===== config.mk =====
export PLATFORM = sky130hd
export DESIGN_NAME = pirq_bank
export DESIGN_NICKNAME = d
export VERILOG_FILES = /design/src/pirq_flag_bank.v /design/src/pirq_bank.v
export VERILOG_INCLUDE_DIRS = /design/src /design/src/src
export SDC_FILE = /design/constraint.sdc
export NUM_CORES = 1
export LEC_CHECK = 0
export ABC_AREA = 1
export BUFFER_PORTS_ARGS = -buffer_cell sky130_fd_sc_hd__buf_2
export CAP_MARGIN = 30
export CORE_ASPECT_RATIO = 0.9
export CORE_UTILIZATION = 47
export DETAILED_ROUTE_END_ITERATION = 8
export MAX_ROUTING_LAYER = met4
export PLACE_DENSITY = 0.72
export REMOVE_ABC_BUFFERS = 1
export SLEW_MARGIN = 10
export SYNTH_ARGS = -nofsm -noshare
export SYNTH_HDL_FRONTEND = slang
export SYNTH_SLANG_ARGS = --single-unit
export TNS_END_PERCENT = 10

===== constraint.sdc =====
create_clock -name clock_i -period 1.2 [get_ports clock_i]
set_clock_uncertainty 0.2 [all_clocks]
set_input_delay 0.12 -clock clock_i [delete_from_list [all_inputs] [get_ports clock_i]]
set_output_delay 0.12 -clock clock_i [all_outputs]
set_load 0.02 [all_outputs]

===== src/pirq_defines.vh =====
// Purpose: Constants of the peripheral interrupt enable and flag bank.
// Assumes: One register per address, eight data bits per register.
// Notes: Included by its bare name; definitions only.
`ifndef PIRQ_DEFINES_VH
`define PIRQ_DEFINES_VH

// Register bus widths.
`define PIRQ_ADDR_W 4
`define PIRQ_DATA_W 8

// Register offsets.
`define PIRQ_OFS_ENABLE_1 4'h0
`define PIRQ_OFS_ENABLE_2 4'h1
`define PIRQ_OFS_FLAG_1 4'h2
`define PIRQ_OFS_FLAG_2 4'h3
`define PIRQ_OFS_CORE_CTRL 4'h4
`define PIRQ_OFS_STATUS 4'h5
`define PIRQ_OFS_STAT_CLEAR 4'h6
`define PIRQ_OFS_STAT_ENABLE 4'h7

// Reset values.
`define PIRQ_RST_BYTE 8'h00
`define PIRQ_RST_STAT 3'h0

// Implemented bits of the second enable and flag registers.
`define PIRQ_ENABLE_2_MASK 8'hB8
// Software-writable bits of the first flag register.
`define PIRQ_FLAG_1_SW_MASK 8'hCF

// Field positions of the first enable and flag registers.
`define PIRQ_BIT_TIMER1_GATE 7
`define PIRQ_BIT_ADC_DONE 6
`define PIRQ_BIT_SERIAL_RX 5
`define PIRQ_BIT_SERIAL_TX 4
`define PIRQ_BIT_SYNC_SERIAL 3
`define PIRQ_BIT_CAPTURE_COMPARE 2
`define PIRQ_BIT_TIMER2_MATCH 1
`define PIRQ_BIT_TIMER1_OVERFLOW 0

// Field positions of the second enable and flag registers.
`define PIRQ_BIT_OSC_FAIL 7
`define PIRQ_BIT_COMPARATOR 5
`define PIRQ_BIT_EEPROM_WRITE 4
`define PIRQ_BIT_BUS_COLLISION 3

// Field positions of the core control register.
`define PIRQ_BIT_GLOBAL_EN 7
`define PIRQ_BIT_MASTER_EN 6

// Block status bits.
`define PIRQ_STAT_W 3
`define PIRQ_STAT_REQ_RISE 0
`define PIRQ_STAT_STALE_EN 1
`define PIRQ_STAT_MASKED_EVT 2

`endif


===== src/pirq_flag_bank.v =====
// Purpose: Bank of sticky flags with load, clear and set.
// Assumes: Set, clear and load come from the same clock domain.
// Notes: A set in the same cycle as a clear or load leaves the flag set.
`timescale 1ns/1ns
`default_nettype none

module pirq_flag_bank
#(
	parameter WIDTH = 8,
	parameter [WIDTH-1:0] MASK = {WIDTH{1'b1}}
)
(
	// Clock and reset.
	input wire clock_i,
	input wire rst_i,
	// Flag controls.
	input wire [WIDTH-1:0] set_i,
	input wire [WIDTH-1:0] clr_i,
	input wire load_i,
	input wire [WIDTH-1:0] load_data_i,
	// Flag state.
	output wire [WIDTH-1:0] flags_o
);

	reg [WIDTH-1:0] flags_r;
	reg [WIDTH-1:0] flags_nxt;

	// Load or clear first, then let hardware sets win over both.
	always @*
	begin
		flags_nxt = load_i ? load_data_i : flags_r;
		flags_nxt = (flags_nxt & ~clr_i) | set_i;
		flags_nxt = flags_nxt & MASK; // Unimplemented bits stay zero.
	end

	// Flag storage, cleared by every reset.
	always @(posedge clock_i or posedge rst_i)
	begin
		if (rst_i)
			flags_r <= {WIDTH{1'b0}};
		else
			flags_r <= flags_nxt;
	end

	assign flags_o = flags_r;

endmodule // pirq_flag_bank

`default_nettype wire


===== src/pirq_bank.v =====
// Purpose: Peripheral interrupt enable and flag bank with request output.
// Assumes: All inputs are synchronous to clock_i; reset covers all sources.
// Notes: Outputs are registered, so requests follow flags by one cycle.
//
// Overview of operation
// - First enable bits 7..4: timer1 gate, ADC, serial receive, transmit.
// - First enable bits 3..0: sync serial, capture, timer2 match, timer1.
// - Second enable: osc fail bit 7, comparator 5, EEPROM 4, collision 3.
// - Second enable bits 6 and 2..0 read zero and ignore writes.
// - No peripheral request unless the peripheral master enable is set.
// - Flags set on their condition regardless of any enable bit.
// - First flag register uses the first enable register bit order.
// - Serial receive and transmit flags are read-only unit status.
// - Every implemented enable and flag bit resets to zero.
// - Global enable clear holds the core request off; it fires once set.
//
// Strobed register access and the address map are this design's own decisions.
`timescale 1ns/1ns
`default_nettype none

`include "pirq_defines.vh"

module pirq_bank
(
	// Clock and reset.
	input wire clock_i,
	input wire rst_i,
	// Register port.
	input wire [`PIRQ_ADDR_W-1:0] addr_i,
	input wire [`PIRQ_DATA_W-1:0] wdata_i,
	input wire wr_i,
	input wire rd_i,
	output reg [`PIRQ_DATA_W-1:0] rdata_o,
	// Peripheral conditions for the first flag register.
	input wire timer1_gate_evt_i,
	input wire adc_done_evt_i,
	input wire serial_rx_flag_i,
	input wire serial_tx_flag_i,
	input wire sync_serial_evt_i,
	input wire capture_compare_evt_i,
	input wire timer2_match_evt_i,
	input wire timer1_overflow_evt_i,
	// Peripheral conditions for the second flag register.
	input wire osc_fail_evt_i,
	input wire comparator_evt_i,
	input wire eeprom_write_evt_i,
	input wire bus_collision_evt_i,
	// Requests to the core.
	output reg periph_req_o,
	output reg core_irq_o,
	// Block interrupt.
	output reg irq_o
);

	// Returns high when any source is both pending and enabled.
	function pirq_any;
		input [`PIRQ_DATA_W-1:0] flags;
		input [`PIRQ_DATA_W-1:0] enables;
		begin
			pirq_any = |(flags & enables);
		end
	endfunction

	// Returns high when a strobe addresses the given offset.
	function pirq_hit;
		input strobe;
		input [`PIRQ_ADDR_W-1:0] addr;
		input [`PIRQ_ADDR_W-1:0] ofs;
		begin
			pirq_hit = strobe & (addr == ofs);
		end
	endfunction

	reg [`PIRQ_DATA_W-1:0] enable_1_r;
	reg [`PIRQ_DATA_W-1:0] enable_2_r;
	reg global_en_r;
	reg master_en_r;
	reg serial_rx_r;
	reg serial_tx_r;
	reg [`PIRQ_STAT_W-1:0] stat_en_r;
	reg [`PIRQ_DATA_W-1:0] rdata_nxt;
	reg [`PIRQ_DATA_W-1:0] set_1;
	reg [`PIRQ_DATA_W-1:0] set_2;
	reg [`PIRQ_DATA_W-1:0] flag_1_view;
	reg [`PIRQ_STAT_W-1:0] stat_set;
	reg periph_req_nxt;
	reg irq_nxt;
	wire [`PIRQ_DATA_W-1:0] flag_1_sw;
	wire [`PIRQ_DATA_W-1:0] flag_2;
	wire [`PIRQ_STAT_W-1:0] status;
	wire [`PIRQ_STAT_W-1:0] stat_next_view;
	wire wr_en_1;
	wire wr_en_2;
	wire wr_flag_1;
	wire wr_flag_2;
	wire wr_ctrl;
	wire wr_stat_clr;
	wire wr_stat_en;

	// Write decode. The status offset has no decode, so writes to it are
	// dropped without effect.
	assign wr_en_1 = pirq_hit(wr_i, addr_i, `PIRQ_OFS_ENABLE_1);
	assign wr_en_2 = pirq_hit(wr_i, addr_i, `PIRQ_OFS_ENABLE_2);
	assign wr_flag_1 = pirq_hit(wr_i, addr_i, `PIRQ_OFS_FLAG_1);
	assign wr_flag_2 = pirq_hit(wr_i, addr_i, `PIRQ_OFS_FLAG_2);
	assign wr_ctrl = pirq_hit(wr_i, addr_i, `PIRQ_OFS_CORE_CTRL);
	assign wr_stat_clr = pirq_hit(wr_i, addr_i, `PIRQ_OFS_STAT_CLEAR);
	assign wr_stat_en = pirq_hit(wr_i, addr_i, `PIRQ_OFS_STAT_ENABLE);

	// Enable registers, the second one holding only its implemented bits.
	// Setting an enable over a pending flag is reported as a stale enable.
	always @(posedge clock_i or posedge rst_i)
	begin
		if (rst_i)
		begin
			enable_1_r <= `PIRQ_RST_BYTE;
			enable_2_r <= `PIRQ_RST_BYTE;
		end
		else
		begin
			if (wr_en_1)
				enable_1_r <= wdata_i;
			if (wr_en_2)
				enable_2_r <= wdata_i & `PIRQ_ENABLE_2_MASK;
		end
	end

	// Core control bits: global enable and peripheral master enable.
	// Clearing the global enable only holds the core request off; flags and
	// the peripheral request keep their state, so nothing pending is lost.
	always @(posedge clock_i or posedge rst_i)
	begin
		if (rst_i)
		begin
			global_en_r <= 1'b0;
			master_en_r <= 1'b0;
		end
		else if (wr_ctrl)
		begin
			global_en_r <= wdata_i[`PIRQ_BIT_GLOBAL_EN];
			master_en_r <= wdata_i[`PIRQ_BIT_MASTER_EN];
		end
	end

	// Serial unit status is sampled, never written by software.
	// The flag load masks these bits, so a write cannot touch them.
	always @(posedge clock_i or posedge rst_i)
	begin
		if (rst_i)
		begin
			serial_rx_r <= 1'b0;
			serial_tx_r <= 1'b0;
		end
		else
		begin
			serial_rx_r <= serial_rx_flag_i;
			serial_tx_r <= serial_tx_flag_i;
		end
	end

	// Hardware set vectors, independent of every enable bit.
	// Serial bits stay zero here; they join the flags in the read view.
	always @*
	begin
		set_1 = `PIRQ_RST_BYTE;
		set_1[`PIRQ_BIT_TIMER1_GATE] = timer1_gate_evt_i;
		set_1[`PIRQ_BIT_ADC_DONE] = adc_done_evt_i;
		set_1[`PIRQ_BIT_SYNC_SERIAL] = sync_serial_evt_i;
		set_1[`PIRQ_BIT_CAPTURE_COMPARE] = capture_compare_evt_i;
		set_1[`PIRQ_BIT_TIMER2_MATCH] = timer2_match_evt_i;
		set_1[`PIRQ_BIT_TIMER1_OVERFLOW] = timer1_overflow_evt_i;
		set_2 = `PIRQ_RST_BYTE;
		set_2[`PIRQ_BIT_OSC_FAIL] = osc_fail_evt_i;
		set_2[`PIRQ_BIT_COMPARATOR] = comparator_evt_i;
		set_2[`PIRQ_BIT_EEPROM_WRITE] = eeprom_write_evt_i;
		set_2[`PIRQ_BIT_BUS_COLLISION] = bus_collision_evt_i;
	end

	// Software-writable part of the first flag register.
	pirq_flag_bank
	#(
		.WIDTH(`PIRQ_DATA_W),
		.MASK(`PIRQ_FLAG_1_SW_MASK)
	)
	u_flag_1
	(
		.clock_i(clock_i),
		.rst_i(rst_i),
		.set_i(set_1),
		.clr_i(`PIRQ_RST_BYTE),
		.load_i(wr_flag_1),
		.load_data_i(wdata_i),
		.flags_o(flag_1_sw)
	);

	// Flags of the four sources enabled by the second enable register.
	pirq_flag_bank
	#(
		.WIDTH(`PIRQ_DATA_W),
		.MASK(`PIRQ_ENABLE_2_MASK)
	)
	u_flag_2
	(
		.clock_i(clock_i),
		.rst_i(rst_i),
		.set_i(set_2),
		.clr_i(`PIRQ_RST_BYTE),
		.load_i(wr_flag_2),
		.load_data_i(wdata_i),
		.flags_o(flag_2)
	);

	// Full view of the first flag register with the serial status merged.
	always @*
	begin
		flag_1_view = flag_1_sw;
		flag_1_view[`PIRQ_BIT_SERIAL_RX] = serial_rx_r;
		flag_1_view[`PIRQ_BIT_SERIAL_TX] = serial_tx_r;
	end

	// Combined request: any pending enabled source, gated by the master.
	always @*
	begin
		periph_req_nxt = master_en_r &
			(pirq_any(flag_1_view, enable_1_r) |
			pirq_any(flag_2, enable_2_r));
	end

	// Request registers; pending flags stay held while the global is off.
	// Both derive from periph_req_nxt, the core one gated by global_en_r, so the core request never leads.
	always @(posedge clock_i or posedge rst_i)
	begin
		if (rst_i)
		begin
			periph_req_o <= 1'b0;
			core_irq_o <= 1'b0;
		end
		else
		begin
			periph_req_o <= periph_req_nxt;
			core_irq_o <= global_en_r & periph_req_nxt;
		end
	end

	// Block events: request rising, enable set over a pending flag, and a
	// condition other than serial status that arrives while its source is disabled.
	always @*
	begin
		stat_set = `PIRQ_RST_STAT;
		stat_set[`PIRQ_STAT_REQ_RISE] = periph_req_nxt & ~periph_req_o;
		stat_set[`PIRQ_STAT_STALE_EN] =
			(wr_en_1 & (|(wdata_i & ~enable_1_r & flag_1_view))) |
			(wr_en_2 & (|(wdata_i & ~enable_2_r & flag_2)));
		stat_set[`PIRQ_STAT_MASKED_EVT] =
			(|(set_1 & ~enable_1_r)) | (|(set_2 & ~enable_2_r));
	end

	// Sticky status; write one to the clear register to drop a bit.
	pirq_flag_bank
	#(
		.WIDTH(`PIRQ_STAT_W)
	)
	u_status
	(
		.clock_i(clock_i),
		.rst_i(rst_i),
		.set_i(stat_set),
		.clr_i(wr_stat_clr ? wdata_i[`PIRQ_STAT_W-1:0] : `PIRQ_RST_STAT),
		.load_i(1'b0),
		.load_data_i(`PIRQ_RST_STAT),
		.flags_o(status)
	);

	// Status value one cycle ahead, so the interrupt leaves a flip-flop.
	// It repeats the update of the status bank, so irq_o adds no cycle.
	assign stat_next_view = (status &
		~(wr_stat_clr ? wdata_i[`PIRQ_STAT_W-1:0] : `PIRQ_RST_STAT)) |
		stat_set;

	// Status enable register.
	always @(posedge clock_i or posedge rst_i)
	begin
		if (rst_i)
			stat_en_r <= `PIRQ_RST_STAT;
		else if (wr_stat_en)
			stat_en_r <= wdata_i[`PIRQ_STAT_W-1:0];
	end

	// Interrupt level follows the next status and next enable.
	always @*
	begin
		irq_nxt = |(stat_next_view &
			(wr_stat_en ? wdata_i[`PIRQ_STAT_W-1:0] : stat_en_r));
	end

	// Block interrupt register; high while an enabled status bit is set.
	always @(posedge clock_i or posedge rst_i)
	begin
		if (rst_i)
			irq_o <= 1'b0;
		else
			irq_o <= irq_nxt;
	end

	// Read multiplexer; unmapped and write-only offsets read zero.
	// Reads have no side effect, so polling never loses an event.
	always @*
	begin
		rdata_nxt = `PIRQ_RST_BYTE;
		if (rd_i)
		begin
			case (addr_i)
				`PIRQ_OFS_ENABLE_1: rdata_nxt = enable_1_r;
				`PIRQ_OFS_ENABLE_2: rdata_nxt = enable_2_r;
				`PIRQ_OFS_FLAG_1: rdata_nxt = flag_1_view;
				`PIRQ_OFS_FLAG_2: rdata_nxt = flag_2;
				`PIRQ_OFS_CORE_CTRL:
				begin
					rdata_nxt[`PIRQ_BIT_GLOBAL_EN] = global_en_r;
					rdata_nxt[`PIRQ_BIT_MASTER_EN] = master_en_r;
				end
				`PIRQ_OFS_STATUS:
					rdata_nxt[`PIRQ_STAT_W-1:0] = status;
				`PIRQ_OFS_STAT_ENABLE:
					rdata_nxt[`PIRQ_STAT_W-1:0] = stat_en_r;
				default: rdata_nxt = `PIRQ_RST_BYTE;
			endcase
		end
	end

	// Read data stands only in the cycle after the read strobe.
	always @(posedge clock_i or posedge rst_i)
	begin
		if (rst_i)
			rdata_o <= `PIRQ_RST_BYTE;
		else
			rdata_o <= rdata_nxt;
	end

endmodule // pirq_bank

`default_nettype wire


Yosys cells after proc, flatten, opt, wreduce, memory -nomap -nowiden
Index checks and enable logic that the tools add are counted.

Memory bits (writable): 0. Output and inout port bits: 11. Register bits: 43. Word-level logic and storage cells: 69. Bits in latches: 0. Memories kept: 0. ROM bits: 0.

Mux-type cells: 8. Shifts and indexed selects: 0. Bitwise operators: 32. Equality and inequality tests: 7. Divide/modulo/power cells: 0. Add/subtract/negate cells: 0. Multipliers: 0. Order comparisons: 0. Reduce and logical (&&, ||, !) cells: 8.

Operators with widths (number): bitwise AND 8 bit (8); OR reduction 8 bit (6); 2-to-1 mux 8 bit (3); case mux 3 bit (4 select lines) (2); equality test 4 x 3 -> 1 bit (second input constant) (4); NOT 8 bit (2); OR 8 bit (2); bitwise AND 1 bit (12); case mux 2 bit (5 select lines) (1); equality test 4 x 2 -> 1 bit (second input constant) (2); bitwise AND 3 bit (2); 2-to-1 mux 3 bit (2); equality test 4 x 1 -> 1 bit (second input constant) (1); logical NOT 4 bit (1); NOT 3 bit (1); OR 1 bit (3); OR 3 bit (1); OR reduction 3 bit (1); NOT 1 bit (1).

Depth between registers and ports, before layout
Gate-level depths: netlist of run 1.

Depth after elaboration: 9. Mapped depth: 9. Gate-level depth less buffers: 9.

Hierarchy
A second synthesis of run 1 with hierarchy kept.

Cells, all modules: 381. Area, all modules: 2621.3 um2.

Modules (own cells, without submodules): pirq_bank (cells an instance 250, seq. area each 750.7 um2, times used 1, area an instance 1814.2 um2); pirq_flag_bank (u_flag_1) (cells an instance 59, seq. area each 150.1 um2, times used 1, area an instance 364.1 um2); pirq_flag_bank (u_flag_2) (cells an instance 43, seq. area each 100.1 um2, times used 1, area an instance 266.5 um2); pirq_flag_bank (u_status) (cells an instance 29, seq. area each 75.1 um2, times used 1, area an instance 176.4 um2).

Worst setup path after synthesis of run 1
Ideal clock, no wire load.

Path kind: register -> register. From: reg u_flag_2.flags_r[5] (netlist: u_flag_2.flags_o[5]). To: reg irq_o. Buffers on the path: 0. Stages on the path, launching flop included: 9. Slack: -0.019 ns. Arrival time: 0.895 ns. Required time: 0.876 ns. Clock period less this slack: 1.219 ns. Setup time: 0.124 ns. Cells stage by stage: dfrtp_1 > nand2_1 > nand2_1 > nor2_1 > nand3_1 > nand3_1 > nand2_1 > nand2_1 > nand3_1.

Word-level cells in the longest chain between the ends: 8. Elaborated cells between the ends (all ways): 12.

Ends and longest elaborated chain: start: declaration (RTL line pirq_flag_bank.v:25) `reg [WIDTH-1:0] flags_r;`; start signal: assignment (RTL line pirq_flag_bank.v:40) `flags_r <= {WIDTH{1'b0}};`; start signal: assignment (RTL line pirq_flag_bank.v:42) `flags_r <= flags_nxt;`; bitwise AND 8 bit (RTL line pirq_bank.v:60) `pirq_any = |(flags & enables);`; OR reduction 8 bit (RTL line pirq_bank.v:60); OR 1 bit (RTL line pirq_bank.v:225) `(pirq_any(flag_1_view, enable_1_r) |`; bitwise AND 1 bit (RTL line pirq_bank.v:224) `periph_req_nxt = master_en_r &`; bitwise AND 1 bit (RTL line pirq_bank.v:250) `` stat_set[`PIRQ_STAT_REQ_RISE] = periph_req_nxt & ~periph_req_o; ``; OR 3 bit (RTL line pirq_bank.v:276) `assign stat_next_view = (status &`; net stat_next_view[0] (RTL line pirq_bank.v:91) `` wire [`PIRQ_STAT_W-1:0] stat_next_view; ``; bitwise AND 3 bit (RTL line pirq_bank.v:292) `irq_nxt = |(stat_next_view &`; OR reduction 3 bit (RTL line pirq_bank.v:292); net irq_nxt (RTL line pirq_bank.v:87) `reg irq_nxt;`; end signal: assignment (RTL line pirq_bank.v:302) `irq_o <= irq_nxt;`; end: declaration (RTL line pirq_bank.v:52) `output reg irq_o`.

The timed path passes the listed nets, and every way through them passes these cells. A chain may end at the register's enable or synchronous reset.

Final worst setup path of run 1
From: reg enable_2_r[7]. To: reg irq_o.

Word-level cells in the longest chain between the ends: 9. Elaborated cells between the ends (all ways): 17.

Ends and longest elaborated chain: start: declaration (RTL line pirq_bank.v:75) `` reg [`PIRQ_DATA_W-1:0] enable_2_r; ``; start signal: assignment (RTL line pirq_bank.v:117) `` enable_2_r <= `PIRQ_RST_BYTE; ``; start signal: assignment (RTL line pirq_bank.v:124) `` enable_2_r <= wdata_i & `PIRQ_ENABLE_2_MASK; ``; NOT 8 bit (RTL line pirq_bank.v:253) `(wr_en_2 & (|(wdata_i & ~enable_2_r & flag_2)));`; bitwise AND 8 bit (2 in series) (RTL line pirq_bank.v:253); OR reduction 8 bit (RTL line pirq_bank.v:253); bitwise AND 1 bit (RTL line pirq_bank.v:253); OR 1 bit (RTL line pirq_bank.v:252) `(wr_en_1 & (|(wdata_i & ~enable_1_r & flag_1_view))) |`; OR 3 bit (RTL line pirq_bank.v:276); net stat_next_view[1] (RTL line pirq_bank.v:91); bitwise AND 3 bit (RTL line pirq_bank.v:292); OR reduction 3 bit (RTL line pirq_bank.v:292); net irq_nxt (RTL line pirq_bank.v:87).

The timed path passes the listed nets, and every way through them passes these cells.

==> results of run 1 <==
==> worst max-delay path: stages (launching register included) <==
cell     delay, ns
dfrtp_1       0.40
inv_2         0.07
nand3_2       0.06
nand2_1       0.08
nor2_2        0.11
nor2_1        0.08
nor2_1        0.15
nand2_2       0.08
nand2_1       0.06
nand3_1       0.06
==> registers in the layout, summed over array words and instances (netlist names) <==
signal / flops
enable_1_r: 8
rdata_o: 8
u_flag_1.flags_o: 6
enable_2_r: 4
u_flag_2.flags_o: 4
stat_en_r: 3
u_status.flags_o: 3
core_irq_o: 1
global_en_r: 1
irq_o: 1
master_en_r: 1
periph_req_o: 1
serial_rx_r: 1
serial_tx_r: 1
==> per-stage QoR <==
step,TNS (ns),area (um2),hold slack [ns],util [%],power (W)
2_1_floorplan,-5.31,2110,-0.0486,-,0.00224
3_3_place_gp,-4.20,2690,-0.0316,64.4,0.00265
3_5_place_dp,-4.50,2690,-0.0242,64.4,0.00266
4_1_cts,-0.417,3070,0.0105,73.3,0.00362
5_1_grt,-1.86,3160,0.0338,75.6,0.00394
6_report,-0.937,3160,0.00381,75.6,0.00376
==> kinds of logic after synthesis <==
family          after synthesis  synth area share (%)
simple gates                140                  28.9
compound gates               48                  12.4
flops                        43                  50.9
buf+inv                      40                  7.16
mux                           1                 0.709
==> layout make-up <==
class                   count  area share (%)
clock inverters             1           0.158
inverters                  39            4.63
flip-flops and latches     43            34.0
clock buffers               7            2.41
repair buffers            106            25.1
well taps                  60            2.37
multi-input cells         189            31.3
==> timing repair <==
item                                   CTS  global route
cloned                                   0             0
gates resized for setup                  7            26
pin swaps                                5            15
setup buffers                            2             3
setup endpoints to repair                9            18
hold buffers                            24             0
endpoints found under the hold margin   70             0
==> path summary, 6_finish.rpt <==
check	from	end	slack, ns	cells past startpoint
worst max-delay path	enable_2_r[7]	irq_o	-0.25	9
worst min-delay path	eeprom_write_evt_i	u_status.flags_o[2]	0.004	5
worst max register to register	enable_2_r[7]	irq_o	-0.25	9
worst min register to register	global_en_r	core_irq_o	0.33	2
max in group asynchronous	rst_i	u_flag_2.flags_o[3]	0.40	4
min in group asynchronous	rst_i	rdata_o[5]	0.20	4
==> cells in the mapped netlist, drive strengths merged <==
cell type / n
mux2: 1
nand3: 24
nand4: 1
dfrtp: 43
o21ai: 23
nor3: 2
buf: 1
o211ai: 2
nor2: 24
o22ai: 5
a21oi: 12
a211oi: 2
inv: 39
nand2: 89
a31oi: 4
==> report_power, final <==
part / switching (W) / internal, W / total [W]
clock network: 0.000496 / 0.000409 / 0.000905
registers: 0.000108 / 0.00163 / 0.00174
logic: 0.000616 / 0.000498 / 0.00111
total: 0.00122 / 0.00254 / 0.00376
==> metal layers <==
| metal | track usage [%] | wire length, um | part of all wire (%) |
|---|---|---|---|
| met1 | 40.1 | 2930 | 45 |
| met2 | 44.5 | 2960 | 45 |
| met3 | 6.13 | 444 | 6.8 |
| met4 | 12.7 | 182 | 2.8 |
| met5 | - | 0 | 0 |
==> results by group, run 1 <==
Worst setup path
  • Critical Path Source Type: register
  • Arrival @ worst endpoint: ~1.4 ns
  • Critical path class: reg2reg
  • CP Max Fanout: 3
  • CP Capture Type: register
  • Required @ worst endpoint: 1.19 ns

Timing
  • Setup WS post-layout: -0.249 ns
  • Fin crit period: ~1.4 ns
  • Final Max Tran Viols: 0
  • Worst Tran Pin Value: around 0.36 ns
  • Max frequency: around 690 MHz
  • Final setup fails: 12
  • Final Cycle Share: 121%
  • Hold Fails Final Rpt: 0
  • RSZ-0062 raised after global routing: true
  • Slew headroom: about 76%

Logic synthesis
  • Cells after Synth: roughly 270
  • Post-Syn Area per Cell: slightly below 8 um2
  • Ys Warns: 0
  • Largest cells by area after synthesis: dfrtp_1 (51%), nand2_1 (15%), inv_1 (6.6%)
  • Sequential fraction of the synthesis area: about half
  • Synth Cell Area: approximately 2100 um2
  • Cell taking the most area after synthesis: dfrtp_1
  • Share of the synthesized area in the top cell type: 50.9%
  • FF+latch count, synth: 43
  • Synth unique cells: 21

Floorplanning
  • DIE AREA: approximately 4800 um2
  • Row count: 22
  • Vert. Die Dim: 65.7 um
  • Initial core utilization: about half
  • Die span in x: 72.7 um
  • Core area: about 4200 um2
  • I/O Pins: 39

Finish
  • Register Area: between 1000 and 1500 um2
  • Share of cells above drive strength 1: roughly 33%
  • Multi-input gate area: about 990 um2
  • Commonest non-fill, non-tap cell in the layout: nand2_1
  • # fillers: 299
  • Nets: between 400 and 500
  • Ant diodes: 0
  • Layout area overhead: 49.6%
  • Final Non-Filler Cells: 445
  • Commonest non-fill, non-tap cells in the layout: nand2_1 (82), dfrtp_1 (43), buf_4 (40), buf_2 (38), inv_1 (31)

Clock tree
  • Clock-pin slew on the worst setup and hold paths: around 0.08 ns
  • Inserted Clock Buffers: 5
  • Clock Path Buffers: 2
  • CTS tree: done
  • # clock sinks: 43
  • Skew-Pair Late Insertion Delay: approximately 0.30 ns
  • Clock root cell: clkbuf_8
  • H-tree levels: 2

Drt
  • Avg WL per Cell: 14.6 um
  • Total Wirelength: 6520 um
  • ANT nets after route: 0
  • Vias per Instance: ~5.1
  • First DRT Iteration DRCs: about 210
  • DRC: 0
  • DR vias: 2,289
  • First drt pass iteration count: 5

GRT
  • Total GRT Usage: around 30%
  • Initial antenna violation count: 0
  • Gr ovfl total: 0
  • Vias in the first global route: between 2,000 and 2,500
  • Largest net degree at the start of global routing: 44
  • First-pass GRT wire length: around 10,000 um

Power and ir drop
  • Worst VDD drop: roughly 0.7 mV
  • Lkg Pwr: about 1.6 nW
  • Power Density: roughly 1200 nW/um2

Worst hold path
  • Min-Delay Path Class: in2reg

Run
  • Max-Cap Viols: 0

Placement
  • Placed cell count: 408
  • Port bufs: 38
  • Detail Placement HPWL: 4160 um
  • Pre-CTS setup slack: -0.234 ns
  • RD Place Congestion: around 0.9

Status
  • Failing checks: setup timing
  • Status: finished with violations
Power figures use the tool's default switching activity.
==> run 2: changes to the inputs <==
Settings changed: CORE_UTILIZATION 47 to 49, GPL_ROUTABILITY_DRIVEN set to 1, PLACE_DENSITY 0.72 to 0.74, RECOVER_POWER set to 50.
==> run 2 against run 1 <==
- count of clock-buffer cells in the layout down 1
- utilization down 0.83 points
- power up 4.9%
- register-to-register slack better by 0.02 ns
- cell count down 3.6%
- global-route usage down 0.19 points
- clock power up 28%
- critical path type unchanged
- the flow finishes with violations (DRC, setup timing)
- via count down 2.9%
- final area down 3.0%
- maximum frequency up 1.6%
- first-iteration DRC count down 14%
- routed wire length down 9.4%
- largest cell class unchanged
==> results by group, run 2 (synthesized netlist as in run 1, its figures left out) <==
Clock tree
  • Skew-Pair Late Insertion Delay: 0.29 ns (was 0.30 ns)
  • # clock sinks: 43 (unchanged)
  • Clock Path Buffers: 2 (unchanged)
  • CTS tree: done (unchanged)
  • Clock root cell: clkbuf_8 (unchanged)
  • H-tree levels: 2 (unchanged)
  • Clock-pin slew on the worst setup and hold paths: 0.08 ns (about the same)
  • Inserted Clock Buffers: 5 (unchanged)

Drt
  • Vias per Instance: 5.18 (was 5.14)
  • Total Wirelength: 5910 um (was 6520 um)
  • First DRT Iteration DRCs: 183 (was 214)
  • Avg WL per Cell: 13.8 um (was 14.6 um)
  • DR vias: 2,222 (was 2,289)
  • ANT nets after route: 0 (unchanged)
  • First drt pass iteration count: 6 (was 5)
  • DRC: 3 (was 0)

Placement
  • Placed cell areas: 2670 um2 (was 2690 um2)
  • Detail Placement HPWL: 4080 um (was 4160 um)
  • Placed cell count: 396 (was 408)
  • Pre-CTS setup slack: -0.246 ns (was -0.234 ns)
  • RD Place Congestion: 0.965 (was 0.917)
  • Port bufs: 38 (unchanged)

GRT
  • Largest net degree at the start of global routing: 44 (unchanged)
  • Vias in the first global route: 2,171 (was 2,205)
  • Initial antenna violation count: 0 (unchanged)
  • Total GRT Usage: 29.8% (was 30.0%)
  • Gr ovfl total: 0 (unchanged)
  • First-pass GRT wire length: 10,100 um (was 10,200 um)

Floorplanning
  • Core area: 4100 um2 (was 4180 um2)
  • Initial core utilization: 51.6% (was 50.6%)
  • I/O Pins: 39 (unchanged)
  • Die span in x: 71.3 um (was 72.7 um)
  • Vert. Die Dim: 64.3 um (was 65.7 um)
  • DIE AREA: 4590 um2 (was 4770 um2)
  • Row count: 22 (unchanged)

Timing
  • Final Cycle Share: 119% (was 121%)
  • Setup WS post-layout: -0.226 ns (was -0.249 ns)
  • Max frequency: 701 MHz (was 690 MHz)
  • RSZ-0062 raised after global routing: true (unchanged)
  • Final Max Tran Viols: 0 (unchanged)
  • Fin crit period: 1.43 ns (was 1.45 ns)
  • Hold Fails Final Rpt: 0 (unchanged)
  • WHS: 0.00830 ns (was 0.00381 ns)
  • Worst Tran Pin Value: 0.542 ns (was 0.364 ns)
  • Slew headroom: 63.8% (was 75.7%)
  • Final setup fails: 7 (was 12)

Finish
  • # fillers: 314 (was 299)
  • Commonest non-fill, non-tap cell in the layout: nand2_1 (unchanged)
  • Commonest non-fill, non-tap cells in the layout: nand2_1 (84), dfrtp_1 (43), buf_4 (42), buf_2 (38), inv_1 (31) (was nand2_1 (82), dfrtp_1 (43), buf_4 (40), buf_2 (38), inv_1 (31))
  • Final Cell Area: 3070 um2 (was 3160 um2)
  • Final Non-Filler Cells: 429 (was 445)
  • Ant diodes: 0 (unchanged)
  • Share of cells above drive strength 1: 30.7% (was 33.2%)
  • Layout area overhead: 45.0% (was 49.6%)
  • Nets: 408 (was 412)

Power and ir drop
  • Lkg Pwr: 1.58 nW (was 1.60 nW)
  • Power Density: 1290 nW/um2 (was 1190 nW/um2)
  • Worst VDD drop: 1.36 mV (was 0.682 mV)

Worst setup path
  • Crit-path most repeated cell: nand2_1
  • Arrival @ worst endpoint: 1.41 ns (was 1.44 ns)
  • Critical Path Source Type: register (unchanged)
  • Worst Path Buf+Inv: 0 (was 1)
  • CP Max Fanout: 3 (unchanged)
  • Crit-path slowest cell: dfrtp_1 (unchanged)
  • Crit-path cells: nand2_1, nand2_1, nor2_2, nand3_2, nand3_2, nand2_1, nand2_1, nand3_2 (was inv_2, nand3_2, nand2_1, nor2_2, nor2_1, nor2_1, nand2_2, nand2_1, nand3_1)
  • Critical path class: reg2reg (unchanged)
  • CP Capture Type: register (unchanged)
  • Delay-heaviest family, CP: simple AND/OR/NAND/NOR gates (unchanged)
  • Required @ worst endpoint: 1.18 ns (was 1.19 ns)
  • Slowest stage delay, CP: 0.42 ns (was 0.40 ns)

Status
  • Status: finished with violations (unchanged)
  • Failing checks: DRC, setup timing (was setup timing)

Run
  • Max-Cap Viols: 0 (unchanged)

Worst hold path
  • Min-Delay Path Class: in2reg (unchanged)
==> run 2: cell types whose count changed in the layout (fill, tap and decap cells not counted), sizes merged <==
cell	delta
buf	-2
bufinv	+1
dlygate4sd3	-2
clkbuf	-1
==> run 2: per-layer routing <==
layer / up-vias / track usage (%) / part of all wire [%]
met2: 85 / 44.3 / 45
met1: 1036 / 41.7 / 46
met3: 10 / 4.89 / 7.1
met4: 0 / 9.75 / 1.8
li1: 1091 / - / -
met5: - / - / 0
==> run 2: worst reg2reg max path: cells and delay by family, from the launching register on <==
kind             cells  cell delay (ns)
DFF                  1             0.42
and+or+nand+nor      8             0.72
==> run 2: path summary, 6_finish.rpt <==
kind                                          start                   to  slack, ns  depth (start not counted)
worst min-delay path                     wdata_i[0]         stat_en_r[0]      0.008                          4
max in group asynchronous                     rst_i        enable_1_r[3]       0.13                          4
min in group asynchronous                     rst_i           rdata_o[7]       0.30                          4
worst min register to register  u_flag_1.flags_o[0]  u_flag_1.flags_o[0]       0.32                          2
worst max-delay path            u_flag_2.flags_o[7]                irq_o      -0.23                          8
worst max register to register  u_flag_2.flags_o[7]                irq_o      -0.23                          8
==> run 2: final cells by class <==
cell class	count	area, um2	share of cell area (%)
inverters	39	146	4.77
clock inverters	2	35.0	1.14
clock buffers	6	82.6	2.69
well taps	48	60.1	1.96
flip-flops and latches	43	1080	35.1
repair buffers	102	728	23.7
multi-input cells	189	940	30.6
==> run 2: power breakdown <==
group          total (W)  switching, W  leakage, nW  internal, W
clock network    0.00116      0.000488       0.0612     0.000674
logic            0.00104      0.000584         1.03     0.000460
registers        0.00174      0.000105        0.492      0.00163
==> run 2: what timing repair did <==
action                                 CTS  global route
setup buffers                            2             1
setup endpoints to repair                6            22
gates resized for setup                  6            13
hold buffers                            22             0
endpoints found under the hold margin   70             0
pin swaps                                8             8
==> run 2: through the flow <==
stage               power [W]  TNS [ns]  util (%)
detailed placement    0.00266     -4.47      65.0
global route          0.00415     -1.26      74.8
CTS                   0.00389    -0.428      74.2
global placement      0.00265     -4.17      65.0
floorplan             0.00224     -5.31         -
finish                0.00394    -0.706      74.8
